===== config.mk =====
export PLATFORM = sky130hd
export DESIGN_NAME = eight_bit_add_sub_load
export DESIGN_NICKNAME = d
export VERILOG_FILES = /design/src/common/add_sub_pkg.sv /design/src/hdl/add_sub_slice_core.sv /design/src/hdl/eight_bit_add_sub_load.sv
export SDC_FILE = /design/constraint.sdc
export NUM_CORES = 1
export LEC_CHECK = 0
export BUFFER_PORTS_ARGS = -buffer_cell sky130_fd_sc_hd__buf_4
export CORE_UTILIZATION = 25
export DETAILED_ROUTE_END_ITERATION = 7
export PLACE_DENSITY_LB_ADDON = 0.25
export SYNTH_ARGS = -nofsm -noshare
export SYNTH_HDL_FRONTEND = slang
export SYNTH_SLANG_ARGS = --single-unit

===== constraint.sdc =====
create_clock -name ref_clk -period 4.7 [get_ports ref_clk]
set_input_delay 0.235 -clock ref_clk [delete_from_list [all_inputs] [get_ports ref_clk]]
set_output_delay 0.235 -clock ref_clk [all_outputs]
set_load 0.05 [all_outputs]

===== src/common/add_sub_pkg.sv =====
/*
 * Shared constants for the eight-bit add/subtract slice with load override:
 * data width, register offsets, field positions and reset values.
 * Assumes a single clock domain and a plain word-wide register port.
 */
`default_nettype none

package add_sub_pkg;

    // operand and result width of one slice
    localparam int unsigned DATA_W = 8;
    localparam int unsigned MSB_POS = 7;

    // register port geometry
    localparam int unsigned ADDR_W = 4;
    localparam int unsigned WORD_W = 32;

    // register byte offsets
    localparam logic [3:0] CTRL_OFFSET = 4'h0;
    localparam logic [3:0] STATUS_OFFSET = 4'h4;

    // control register fields
    localparam int unsigned CTRL_SUB_POS = 0;
    localparam logic CTRL_SUB_RESET = 1'h0;

    // status register fields
    localparam int unsigned STATUS_TOTAL_POS = 0;
    localparam int unsigned STATUS_CARRY_POS = 8;
    localparam int unsigned STATUS_LOAD_POS = 9;

    // read data when nothing is read or the offset is unmapped
    localparam logic [31:0] RDATA_IDLE = 32'h0000_0000;

endpackage : add_sub_pkg

`default_nettype wire


===== src/hdl/add_sub_slice_core.sv =====
/*
 * Ripple-carry eight-bit adder with optional inversion of the right operand
 * and a load override on the result.
 * Assumes nothing of its surroundings: pure combinational logic, no clock.
 */
`timescale 1ns/1ps
`default_nettype none

module add_sub_slice_core
(
    input wire logic [7:0] left_term,
    input wire logic [7:0] right_term,
    input wire logic [7:0] init_value,
    input wire logic load,
    input wire logic carry_input,
    input wire logic subtract_select,
    output logic [7:0] total_out,
    output logic carry_output
);

    ////////////////////////////////////////////////////////////////////////
    // operand preparation

    // right operand inverted for subtraction; carry_input supplies the +1
    wire logic [7:0] addend;
    assign addend = subtract_select ? ~right_term : right_term;

    ////////////////////////////////////////////////////////////////////////
    // ripple carry chain

    // carry chain: chain[0] is carry_input, chain[8] leaves the slice
    wire logic [8:0] chain;
    wire logic [7:0] raw_sum;
    assign chain[0] = carry_input;

    genvar bit_idx;
    generate
        for (bit_idx = 0; bit_idx < add_sub_pkg::DATA_W; bit_idx++)
        begin : g_ripple
            // full adder per bit, no state anywhere
            assign raw_sum[bit_idx] = left_term[bit_idx] ^ addend[bit_idx] ^ chain[bit_idx];
            assign chain[bit_idx + 1] = (left_term[bit_idx] & addend[bit_idx])
                | (chain[bit_idx] & (left_term[bit_idx] ^ addend[bit_idx]));
        end
    endgenerate

    ////////////////////////////////////////////////////////////////////////
    // outputs

    // load wins over any arithmetic, whatever the operands or carry
    assign total_out = load ? init_value : raw_sum;
    // carry out of the top bit; kept live in both modes so slices can chain
    assign carry_output = chain[add_sub_pkg::DATA_W];

endmodule : add_sub_slice_core

`default_nettype wire


===== src/hdl/eight_bit_add_sub_load.sv =====
/*
 * Top of the eight-bit add/subtract slice: the combinational datapath plus a
 * small register port holding the add/subtract selection and showing status.
 * Assumes operands, load value, load and carry come from user logic in the
 * ref_clk domain; wider words are built by chaining carries outside.
 */
`timescale 1ns/1ps
`default_nettype none

module eight_bit_add_sub_load
(
    input wire logic ref_clk,
    input wire logic rst,
    input wire logic [7:0] left_term,
    input wire logic [7:0] right_term,
    input wire logic [7:0] init_value,
    input wire logic load,
    input wire logic carry_input,
    output logic [7:0] total_out,
    output logic carry_output,
    input wire logic [3:0] reg_addr,
    input wire logic [31:0] reg_wdata,
    input wire logic reg_write,
    input wire logic reg_read,
    output logic [31:0] reg_rdata
);

    ////////////////////////////////////////////////////////////////////////
    // address decoding

    // offset match, shared by the write and read paths
    function automatic logic hits(input logic [3:0] addr, input logic [3:0] offset);
        hits = (addr == offset);
    endfunction : hits

    wire logic wr_ctrl;
    wire logic rd_ctrl;
    wire logic rd_status;
    wire logic rd_unmapped;
    assign wr_ctrl = reg_write & hits(reg_addr, add_sub_pkg::CTRL_OFFSET);
    assign rd_ctrl = reg_read & hits(reg_addr, add_sub_pkg::CTRL_OFFSET);
    assign rd_status = reg_read & hits(reg_addr, add_sub_pkg::STATUS_OFFSET);
    assign rd_unmapped = reg_read & ~rd_ctrl & ~rd_status;

    ////////////////////////////////////////////////////////////////////////
    // control register: add/subtract selection

    logic subtract_select_ff;
    wire logic nxt_subtract_select;
    // static mode bit; software should change it only while results are unused
    assign nxt_subtract_select = wr_ctrl ? reg_wdata[add_sub_pkg::CTRL_SUB_POS] : subtract_select_ff;

    // selection defaults to addition out of reset
    always_ff @(posedge ref_clk)
    begin
        if (rst)
            subtract_select_ff <= add_sub_pkg::CTRL_SUB_RESET;
        else
            subtract_select_ff <= nxt_subtract_select;
    end

    ////////////////////////////////////////////////////////////////////////
    // datapath

    // combinational on purpose: a register here would break carry chaining
    add_sub_slice_core u_core
    (
        .left_term(left_term),
        .right_term(right_term),
        .init_value(init_value),
        .load(load),
        .carry_input(carry_input),
        .subtract_select(subtract_select_ff),
        .total_out(total_out),
        .carry_output(carry_output)
    );

    ////////////////////////////////////////////////////////////////////////
    // read path

    // status word shows the live result, carry and load level
    wire logic [31:0] status_word;
    wire logic [31:0] ctrl_word;
    assign status_word = {22'h0, load, carry_output, total_out};
    assign ctrl_word = {31'h0, subtract_select_ff};

    wire logic [31:0] nxt_reg_rdata;
    assign nxt_reg_rdata = rd_ctrl ? ctrl_word :
                           rd_status ? status_word :
                           add_sub_pkg::RDATA_IDLE;

    // read data stand for exactly the cycle after the strobe
    always_ff @(posedge ref_clk)
    begin
        if (rst)
            reg_rdata <= add_sub_pkg::RDATA_IDLE;
        else
            reg_rdata <= nxt_reg_rdata;
    end

    ////////////////////////////////////////////////////////////////////////
    // checks on the datapath and register port

    // reference results for each operating case: nine bits for addition, eight for subtraction
    wire logic [8:0] ref_add;
    wire logic [7:0] ref_sub;
    wire logic [7:0] ref_sub_less_one;
    assign ref_add = {1'b0, left_term} + {1'b0, right_term} + {8'h00, carry_input};
    assign ref_sub = left_term - right_term;
    assign ref_sub_less_one = left_term - right_term - 8'h01;

    // signed view of an addition without carry in, used for the sign check
    wire logic signed [8:0] ref_signed_sum;
    assign ref_signed_sum = $signed({left_term[7], left_term}) + $signed({right_term[7], right_term});
endmodule : eight_bit_add_sub_load

`default_nettype wire


# Yosys cells after proc, flatten, opt, wreduce, memory -nomap -nowiden
# Cells that the tools add are included.
# classes
n_eq_ne,1
mux,4
bitwise,45
n_reduce_logical,3
# ops
operator,n
bitwise AND 1 bit,19
2-to-1 mux 8 bit,2
XOR 1 bit,16
NOT 8 bit,1
OR 1 bit,8
equality test 4 x 3 -> 1 bit (second input constant),1
zero test 4 bit,1
OR reduction 3 bit,1
2-to-1 mux 1 bit,2
OR reduction 2 bit,1
NOT 1 bit,1
# word_totals
reg_bits,33
inputBits,66
output_inout_bits,41

# Longest topological paths before layout
# Gate-level depths: netlist (run 1).
# depth
depth_word,21
ltp_mapped,15
depth_no_buf,14

# Cells and area by module
# From an unflattened synthesis (run 1), not the netlist that was laid out.
# unflattened
hier_cells,95
hier_area_um2,898.4
# by_module_without_submodules
mod,instances,cells_per_inst,area_each_um2
eight_bit_add_sub_load,1,53,523.0
add_sub_slice_core,1,42,375.4

# Least setup slack after synthesis (run 1)
# OpenSTA, ideal clock, no wires.
# synth_path
kind,register -> output
start,register subtract_select_ff
end,output total_out[6]
arrival_ns,4.125
t_required_ns,4.465
slack_ns,0.340
path_stages_with_launch,14
cell_sequence,dfxtp_1 -> buf_2 -> xnor2_1 -> fa_1 -> fa_1 -> fa_1 -> fa_1 -> inv_1 -> fa_1 -> inv_1 -> fa_1 -> fa_1 -> and2b_2 -> a21oi_1
# synth_via
elab_chain_cells,16
# synth_rtl
element,line,rtl
from (decl),eight_bit_add_sub_load.sv:48,logic subtract_select_ff;
from (signal assigned),eight_bit_add_sub_load.sv:57,subtract_select_ff <= add_sub_pkg::CTRL_SUB_RESET;
from (signal assigned),eight_bit_add_sub_load.sv:59,subtract_select_ff <= nxt_subtract_select;
2-to-1 mux 8 bit (*),add_sub_slice_core.sv:26,assign addend = subtract_select ? ~right_term : right_term;
XOR 1 bit,add_sub_slice_core.sv:43,| (chain[bit_idx] & (left_term[bit_idx] ^ addend[bit_idx]));
bitwise AND 1 bit,add_sub_slice_core.sv:43,
OR 1 bit,add_sub_slice_core.sv:43,
bitwise AND 1 bit,add_sub_slice_core.sv:43,
OR 1 bit,add_sub_slice_core.sv:43,
bitwise AND 1 bit,add_sub_slice_core.sv:43,
OR 1 bit,add_sub_slice_core.sv:43,
bitwise AND 1 bit,add_sub_slice_core.sv:43,
OR 1 bit,add_sub_slice_core.sv:43,
bitwise AND 1 bit,add_sub_slice_core.sv:43,
OR 1 bit,add_sub_slice_core.sv:43,
bitwise AND 1 bit,add_sub_slice_core.sv:43,
OR 1 bit,add_sub_slice_core.sv:43,
XOR 1 bit (*),add_sub_slice_core.sv:41,assign raw_sum[bit_idx] = left_term[bit_idx] ^ addend[bit_idx] ^ chain[bit_idx];
2-to-1 mux 8 bit (*),add_sub_slice_core.sv:51,assign total_out = load ? init_value : raw_sum;
to (decl),eight_bit_add_sub_load.sv:19,"output logic [7:0] total_out,"
# Mark *: on every way between the ends. The rest lies on a longest branch, timed or not.

# Worst setup path in the final report (run 1)
# layout_path
start,register subtract_select_ff
end,output total_out[7]
# layout_via
elab_chain_cells,18
# layout_rtl
element,line
2-to-1 mux 8 bit (*),add_sub_slice_core.sv:26
XOR 1 bit,add_sub_slice_core.sv:43
bitwise AND 1 bit,add_sub_slice_core.sv:43
OR 1 bit,add_sub_slice_core.sv:43
bitwise AND 1 bit,add_sub_slice_core.sv:43
OR 1 bit,add_sub_slice_core.sv:43
bitwise AND 1 bit,add_sub_slice_core.sv:43
OR 1 bit,add_sub_slice_core.sv:43
(+2 left out),n/a
bitwise AND 1 bit,add_sub_slice_core.sv:43
OR 1 bit,add_sub_slice_core.sv:43
bitwise AND 1 bit,add_sub_slice_core.sv:43
OR 1 bit,add_sub_slice_core.sv:43
bitwise AND 1 bit,add_sub_slice_core.sv:43
OR 1 bit,add_sub_slice_core.sv:43
XOR 1 bit (*),add_sub_slice_core.sv:41
2-to-1 mux 8 bit (*),add_sub_slice_core.sv:51
# Marks and branches as above.

==> impl_results.md, run 1 <==
* Endpoint type of the worst setup path: output pin
* Port bufs at 53
* Number of global-route vias before repair at 700
* Highest cell delay on the worst timing path at 0.42 ns
* Number of nets still failing antenna checks after routing at 0
* Total wire length after detailed routing at 1930 µm
* Crit path launch type: flop
* Compound-gate portion of the synthesized area at 0.0972
* RSZ-0062 raised after global routing: false
* Leading cell type in the layout, fill and taps excluded: buf_4
* Worst slack at placement at 0.419 ns
* Drc violations at 0
* Minimum clock period at 4.46 ns
* Final sum of negative setup slack at 0 ns
* Global-route wire length before repair at 3010 µm
* Commonest non-fill, non-tap cells in the layout: buf_4 (54), conb_1 (22), inv_1 (16), dfxtp_1 (11), fa_1 (8)
* Height of the chip at 64.2 µm
* Antenna violations before repair at 0
* Overall global routing resource usage at 0.0937
* Post-route fraction of the period consumed by the critical path at 0.949
* Source-to-sink clock delay at the later pin of the worst-skew pair at 0.23 ns
* Leakage Power at 0.710 nW
* Reported max-cap violation count at 0
* Top Family by Delay on Critical Path: adder cells
* Data arrival time of the worst path at 4.22 ns
* Result of the run: finished, final reports clean
* Final hold vios at 0
* Simple logic cell fraction of the synthesized area at 0.152
* Most used flip-flop cell after synthesis: dfxtp_1
* Worst path bufs/invs at 4
* Summed area of non-filler cells in the final layout at 1370 µm²
* Number of enable-type register cells in the synthesized netlist at 0
* Cts bufs inserted at 3
* Yosys cell types at 24
* Xor/xnor share of the synthesized area at 0.0725
* Critical Path Fanout Max at 2
* Avg WL per Cell at 9.36 µm
* Count of warnings emitted by yosys at 0
* Number of clock sinks seen by CTS at 11
* Area of combinational cells with multiple inputs at 576 µm²
* Number of post-CTS setup repair buffers at 0
* Mean area per synthesized cell at 9.29 µm²
* Achievable clock frequency at 224 MHz
* Flops & latches, synth at 11
* CTS Root Buffer Type: clkbuf_8
* Dominant combinational cell family by area after synthesis: buffers and inverters
* Clock transition at path regs at 0.05 ns
* Number of gates resized after CTS at 0
* Non-filler cells, final at 206
* Instance count of the mapped netlist at 104
* Width of the chip at 64.2 µm
* Top Ports at 107
* Share of flip-flops with an asynchronous set or reset at 0
* Row Count at 22
* H-tree level count at 1
* Largest buffer count on any clock path at 2
* VDD IR max at 0.0679 mV
* Sum of internal, switching and leakage power at 0.000357 W
* Layout fillers at 392
* Number of buffers inserted for hold repair after clock tree synthesis at 0
* Gp weighted congestion at 0.661
* Startpoint-to-endpoint class of the critical path: flop to output pin
* Number of antenna repair diodes at 0
* Starting Density at 0.262
* Remaining global-route overflow at 0
* Net total in the final layout at 233
* 1st-iter DRT viols at 43
* Data required time at the worst endpoint at 4.47 ns
* Fraction of final layout cells with drive strength greater than 1 at 0.449
* Mux cell area share after synthesis at 0.0233
* Core Box Area at 3690 µm²
* Power per cell area at 262 nW/µm²
* Sequential cell area at 220 µm²
* Floorplan die area at 4120 µm²
* Cell area after technology mapping at 966 µm²
* Sequence of cells on the critical path: xnor2_1, fa_1, fa_1, fa_1, fa_1, inv_1, fa_1, inv_1, fa_1, fa_1, inv_1, fa_1, mux2_2, buf_4
* Number of setup violations in the final report at 0
* Maximum number of pins on one net before global-route repair at 19
* Routed via count at 750
* Cell count after placement at 202
* Instance area at placement at 1320 µm²
* DR pass1 iterations at 2
* Avg Vias per Cell at 3.64
* Area overhead of the layout relative to synthesis at 41.5%
* Part of the Yosys area used for sequential elements at 0.228
* Adder and majority cell fraction of the synthesized area at 0.166
* Critical Path Slowest Stage Cell: fa_1
* Class of the tightest hold or removal check: primary input to flop
* Cell repeated most along the worst path: fa_1
* DP HPWL at 1650 µm
* TritonCTS clock tree: built
* Maximum clock skew at final layout at 0.00348 ns
* Worst Slack Setup Final at 0.242 ns
* Max-slew violation count at 0
==> layout make-up <==
cell class | count | share of cell area
multi-input combinational | 73 | 0.421
timing repair buffer | 54 | 0.297
sequential | 11 | 0.161
inverter | 16 | 0.0440
tap | 48 | 0.0440
clock buffer | 4 | 0.0330
==> through the flow <==
step | hold WS [ns] | utilization
6_report | 0.243 | 0.370
5_1_grt | 0.245 | 0.370
4_1_cts | 0.239 | 0.370
3_5_place_dp | 0.487 | 0.358
3_3_place_gp | 0.486 | 0.358
2_1_floorplan | 0.346 | -
==> flip-flops by register name (all words and copies together) (netlist names) <==
signal              count
reg_rdata              10
subtract_select_ff      1
==> worst reg2reg max path, stage by stage, from the launching register on <==
cell     delay, ns
dfxtp_1       0.32
xnor2_1       0.14
fa_1          0.38
fa_1          0.38
fa_1          0.40
fa_1          0.37
inv_1         0.07
fa_1          0.15
inv_1         0.05
fa_1          0.38
fa_1          0.38
inv_1         0.09
fa_1          0.42
mux2_2        0.28
nor2b_1       0.13
==> worst paths after layout <==
path,cells after the start,endpoint,slack [ns],start
worst max-delay path,14,total_out[7],0.24,subtract_select_ff
worst min-delay path,2,reg_rdata[0],0.24,reg_addr[2]
worst max register to register,14,reg_rdata[7],0.66,subtract_select_ff
worst min register to register,3,reg_rdata[0],0.73,subtract_select_ff
==> logic make-up (layout without fill, tap and decap cells) <==
logic type      Yosys count  in the layout
compound gates           11             11
other cells               1             22
fa+ha+maj                 8              8
xor+xnor                  8              8
flops                    11             11
simple gates             22             22
mux                       2              2
buf+inv                  41             74
==> layer usage <==
metal  share of wire  up-vias  GRT usage
li1                -      379          -
met1            0.41      322      0.107
met2            0.46       47      0.162
met3            0.12        2     0.0304
met4          0.0078        0     0.0333
met5               0        -          0
==> synthesized netlist by cell type (2+ instances only) <==
cell type | n | area, µm²
nand2_1 | 6 | 22.5
and2b_2 | 3 | 26.3
a211oi_2 | 3 | 37.5
xnor2_1 | 6 | 52.6
buf_4 | 23 | 173
xor2_1 | 2 | 17.5
mux2_2 | 2 | 22.5
or2_2 | 2 | 12.5
fa_1 | 8 | 160
inv_1 | 16 | 60.1
a21oi_1 | 6 | 30.0
nor2b_1 | 3 | 18.8
dfxtp_1 | 11 | 220
nor2_1 | 3 | 11.3
==> power by group <==
part           switching [W]  leakage (nW)  internal (W)  total [W]
Clock              0.0000325        0.0228     0.0000593  0.0000918
Sequential       0.000000222        0.0887     0.0000942  0.0000944
Combinational       0.000116         0.598     0.0000547   0.000171
Total               0.000149         0.710      0.000208   0.000357
Note: power is estimated with default switching activity, not from simulation.
==> run 2: changes to the inputs <==
--- a/config.mk
+++ b/config.mk
@@ -7,5 +7,7 @@
 export LEC_CHECK = 0
 export BUFFER_PORTS_ARGS = -buffer_cell sky130_fd_sc_hd__buf_4
-export CORE_UTILIZATION = 25
+export CELL_PAD_IN_SITES_DETAIL_PLACEMENT = 1
+export CELL_PAD_IN_SITES_GLOBAL_PLACEMENT = 2
+export CORE_UTILIZATION = 16
 export DETAILED_ROUTE_END_ITERATION = 7
 export PLACE_DENSITY_LB_ADDON = 0.25
==> constraint.sdc (replaced) <==
create_clock -name ref_clk -period 4.7 [get_ports ref_clk]
set_input_delay 0.94 -clock ref_clk [delete_from_list [all_inputs] [get_ports ref_clk]]
set_output_delay 0.94 -clock ref_clk [all_outputs]
set_load 0.05 [all_outputs]
==> run 2 against run 1 <==
The run now ends with negative setup slack left. Critical path depth grew 1. Power grew 5.9%. Setup slack lost 0.91 ns. Critical path type is now primary input to output pin.
==> impl_results.md, run 2 (synthesis results as in run 1) <==
* Class of the tightest hold or removal check: flop to flop
* RSZ-0062 raised after global routing: true
* Width of the chip at 79.7 µm (+24%)
* Height of the chip at 79.7 µm (+24%)
* Endpoint type of the worst setup path: output pin
* Number of global-route vias before repair at 796 (+14%)
* Maximum number of pins on one net before global-route repair at 19 (unchanged)
* Hold wc startpoint: subtract_select_ff
* Antenna violations before repair at 0 (unchanged)
* DP HPWL at 2140 µm (+30%)
* Worst reg2reg path startpoint: subtract_select_ff
* Critical Path Fanout Max at 2 (unchanged)
* Top Ports at 107 (unchanged)
* Leakage Power at 0.735 nW (+3.6%)
* Drc violations at 0 (unchanged)
* Port bufs at 53 (unchanged)
* Startpoint-to-endpoint class of the critical path: primary input to output pin
* Worst r2r dst: reg_rdata[7]
* Remaining global-route overflow at 0 (unchanged)
* Layout fillers at 690 (+76%)
* Net total in the final layout at 236 (+1.3%)
* Number of antenna repair diodes at 0 (unchanged)
* Fin util at 0.262 (-0.108)
* Gp weighted congestion at 0.631 (-4.6%)
* Maximum clock skew at final layout at 0.00172 ns (-0.00176 ns)
* Core Box Area at 5680 µm² (+54%)
* Number of flip-flops in the largest register at 10 (unchanged)
* Post-route fraction of the period consumed by the critical path at 1.14 (+0.194)
* Crit path launch type: primary input
* Achievable clock frequency at 186 MHz (-17%)
* Number of nets still failing antenna checks after routing at 0 (unchanged)
* H-tree level count at 1 (unchanged)
* Result of the run: finished, violations left
* Floorplan die area at 6350 µm² (+54%)
* VDD IR max at 0.0704 mV (+3.7%)
* DR pass1 iterations at 4 (+2)
* Largest registers: reg_rdata x10, subtract_select_ff x1
* Cts bufs inserted at 3 (unchanged)
* Avg Vias per Cell at 3.43 (-5.8%)
* Minimum clock period at 5.37 ns (+0.911 ns)
* Length in cells of the worst reg-to-reg path at 14 (unchanged)
* Number of instances on the worst hold path at 3 (+1)
* Number of buffers inserted for hold repair after clock tree synthesis at 0 (unchanged)
* Clock transition at path regs at 0.05 ns (about the same)
* Non-filler cells, final at 233 (+13%)
* Avg WL per Cell at 11.0 µm (+18%)
* Number of clock sinks seen by CTS at 11 (unchanged)
* Max-slew violation count at 0 (unchanged)
* Worst Hold Endpoint: reg_rdata[0]
* 1st-iter DRT viols at 7 (-84%)
* Power per cell area at 254 nW/µm² (-2.8%)
* Leading cell type in the layout, fill and taps excluded: buf_4
* Routed via count at 799 (+6.5%)
* Final hold vios at 0 (unchanged)
* Worst reg2reg setup slack at 0.82 ns (+0.16 ns)
* Data arrival time of the worst path at 4.43 ns (+0.21 ns)
* Largest buffer count on any clock path at 2 (unchanged)
* Biggest register: reg_rdata
* Cell count after placement at 226 (+12%)
* CTS Root Buffer Type: clkbuf_8
* Reported max-cap violation count at 0 (unchanged)
* Number of setup violations in the final report at 3 (+3)
* Data required time at the worst endpoint at 3.76 ns (-0.71 ns)
* TritonCTS clock tree: built
* Total wire length after detailed routing at 2560 µm (+33%)
* Fraction of final layout cells with drive strength greater than 1 at 0.540 (+0.0910)
* Overall global routing resource usage at 0.0798 (-0.0139)
* Source-to-sink clock delay at the later pin of the worst-skew pair at 0.23 ns (about the same)
* Sum of internal, switching and leakage power at 0.000379 W (+5.9%)
* Row Count at 27 (+23%)
* Source of the critical timing path: right_term[0]
* Starting Density at 0.170 (-0.0917)
* Area overhead of the layout relative to synthesis at 54.1%
* Global-route wire length before repair at 3850 µm (+28%)
* Worst Slack Setup Final at -0.669 ns (-0.911 ns)
* Violated checks: negative setup slack
* Commonest non-fill, non-tap cells in the layout: buf_4 (52), conb_1 (22), inv_1 (13), dfxtp_1 (11), fa_2 (7)
[run 2: cell type report]
cell class / instances / area, µm² / area share
multi-input cells: 73 / 623 / 0.418
repair buffers: 57 / 450 / 0.303
flip-flops and latches: 11 / 220 / 0.148
well taps: 72 / 90.1 / 0.0605
inverters: 16 / 60.1 / 0.0403
clock buffers: 4 / 45.0 / 0.0303
[run 2: how the worst max path moves through the flow]
| stage | endpoint | slack [ns] |
|---|---|---|
| detailed placement | total_out[7] | -0.74 |
| CTS | total_out[7] | -0.70 |
| floorplan | total_out[7] | -0.36 |
| finish | total_out[7] | -0.67 |
| global placement | total_out[7] | -0.69 |
| global route | total_out[7] | -0.79 |
[run 2: through the flow]
step           TNS [ns]  instance area [µm²]  hold slack [ns]  worst slack (ns)
6_report          -1.18                 1490            0.816            -0.669
5_1_grt           -1.64                 1490            0.855            -0.789
4_1_cts           -1.27                 1470            0.828            -0.695
3_5_place_dp      -1.43                 1380            0.763            -0.745
3_3_place_gp      -1.30                 1380            0.742            -0.693
2_1_floorplan    -0.738                 1070            0.687            -0.360
[run 2: layer usage]
| metal | GRT usage | wire length, µm | part of all wire | up-vias |
|---|---|---|---|---|
| met3 | 0.0171 | 191 | 0.075 | 0 |
| li1 | - | - | - | 386 |
| met5 | 0 | 0 | 0 | - |
| met2 | 0.148 | 1350 | 0.53 | 40 |
| met1 | 0.0948 | 1020 | 0.40 | 373 |
| met4 | 0.0109 | 0 | 0 | 0 |
[run 2: repair_timing]
action                                 4_1_cts  5_1_grt
setup endpoints to repair                    4        4
endpoints found under the hold margin        0        0
gates resized for setup                     10        0
pin swaps                                    0        0
buffers inserted                             1        2
[run 2: where the power goes]
group	internal [W]	switching, W
clock	0.0000597	0.0000368
combinational	0.0000662	0.000122
sequential	0.0000940	0.000000347
total	0.000220	0.000159
[run 2: worst max-delay path, stage by stage]
cell and delay (ns):
buf_8 0.10, xnor2_4 0.11, fa_2 0.36, fa_2 0.35, fa_2 0.35, fa_2 0.34, inv_2 0.07, fa_2 0.18
inv_2 0.04, fa_2 0.33, fa_2 0.35, inv_2 0.06, fa_1 0.40, mux2_4 0.29, buf_6 0.15
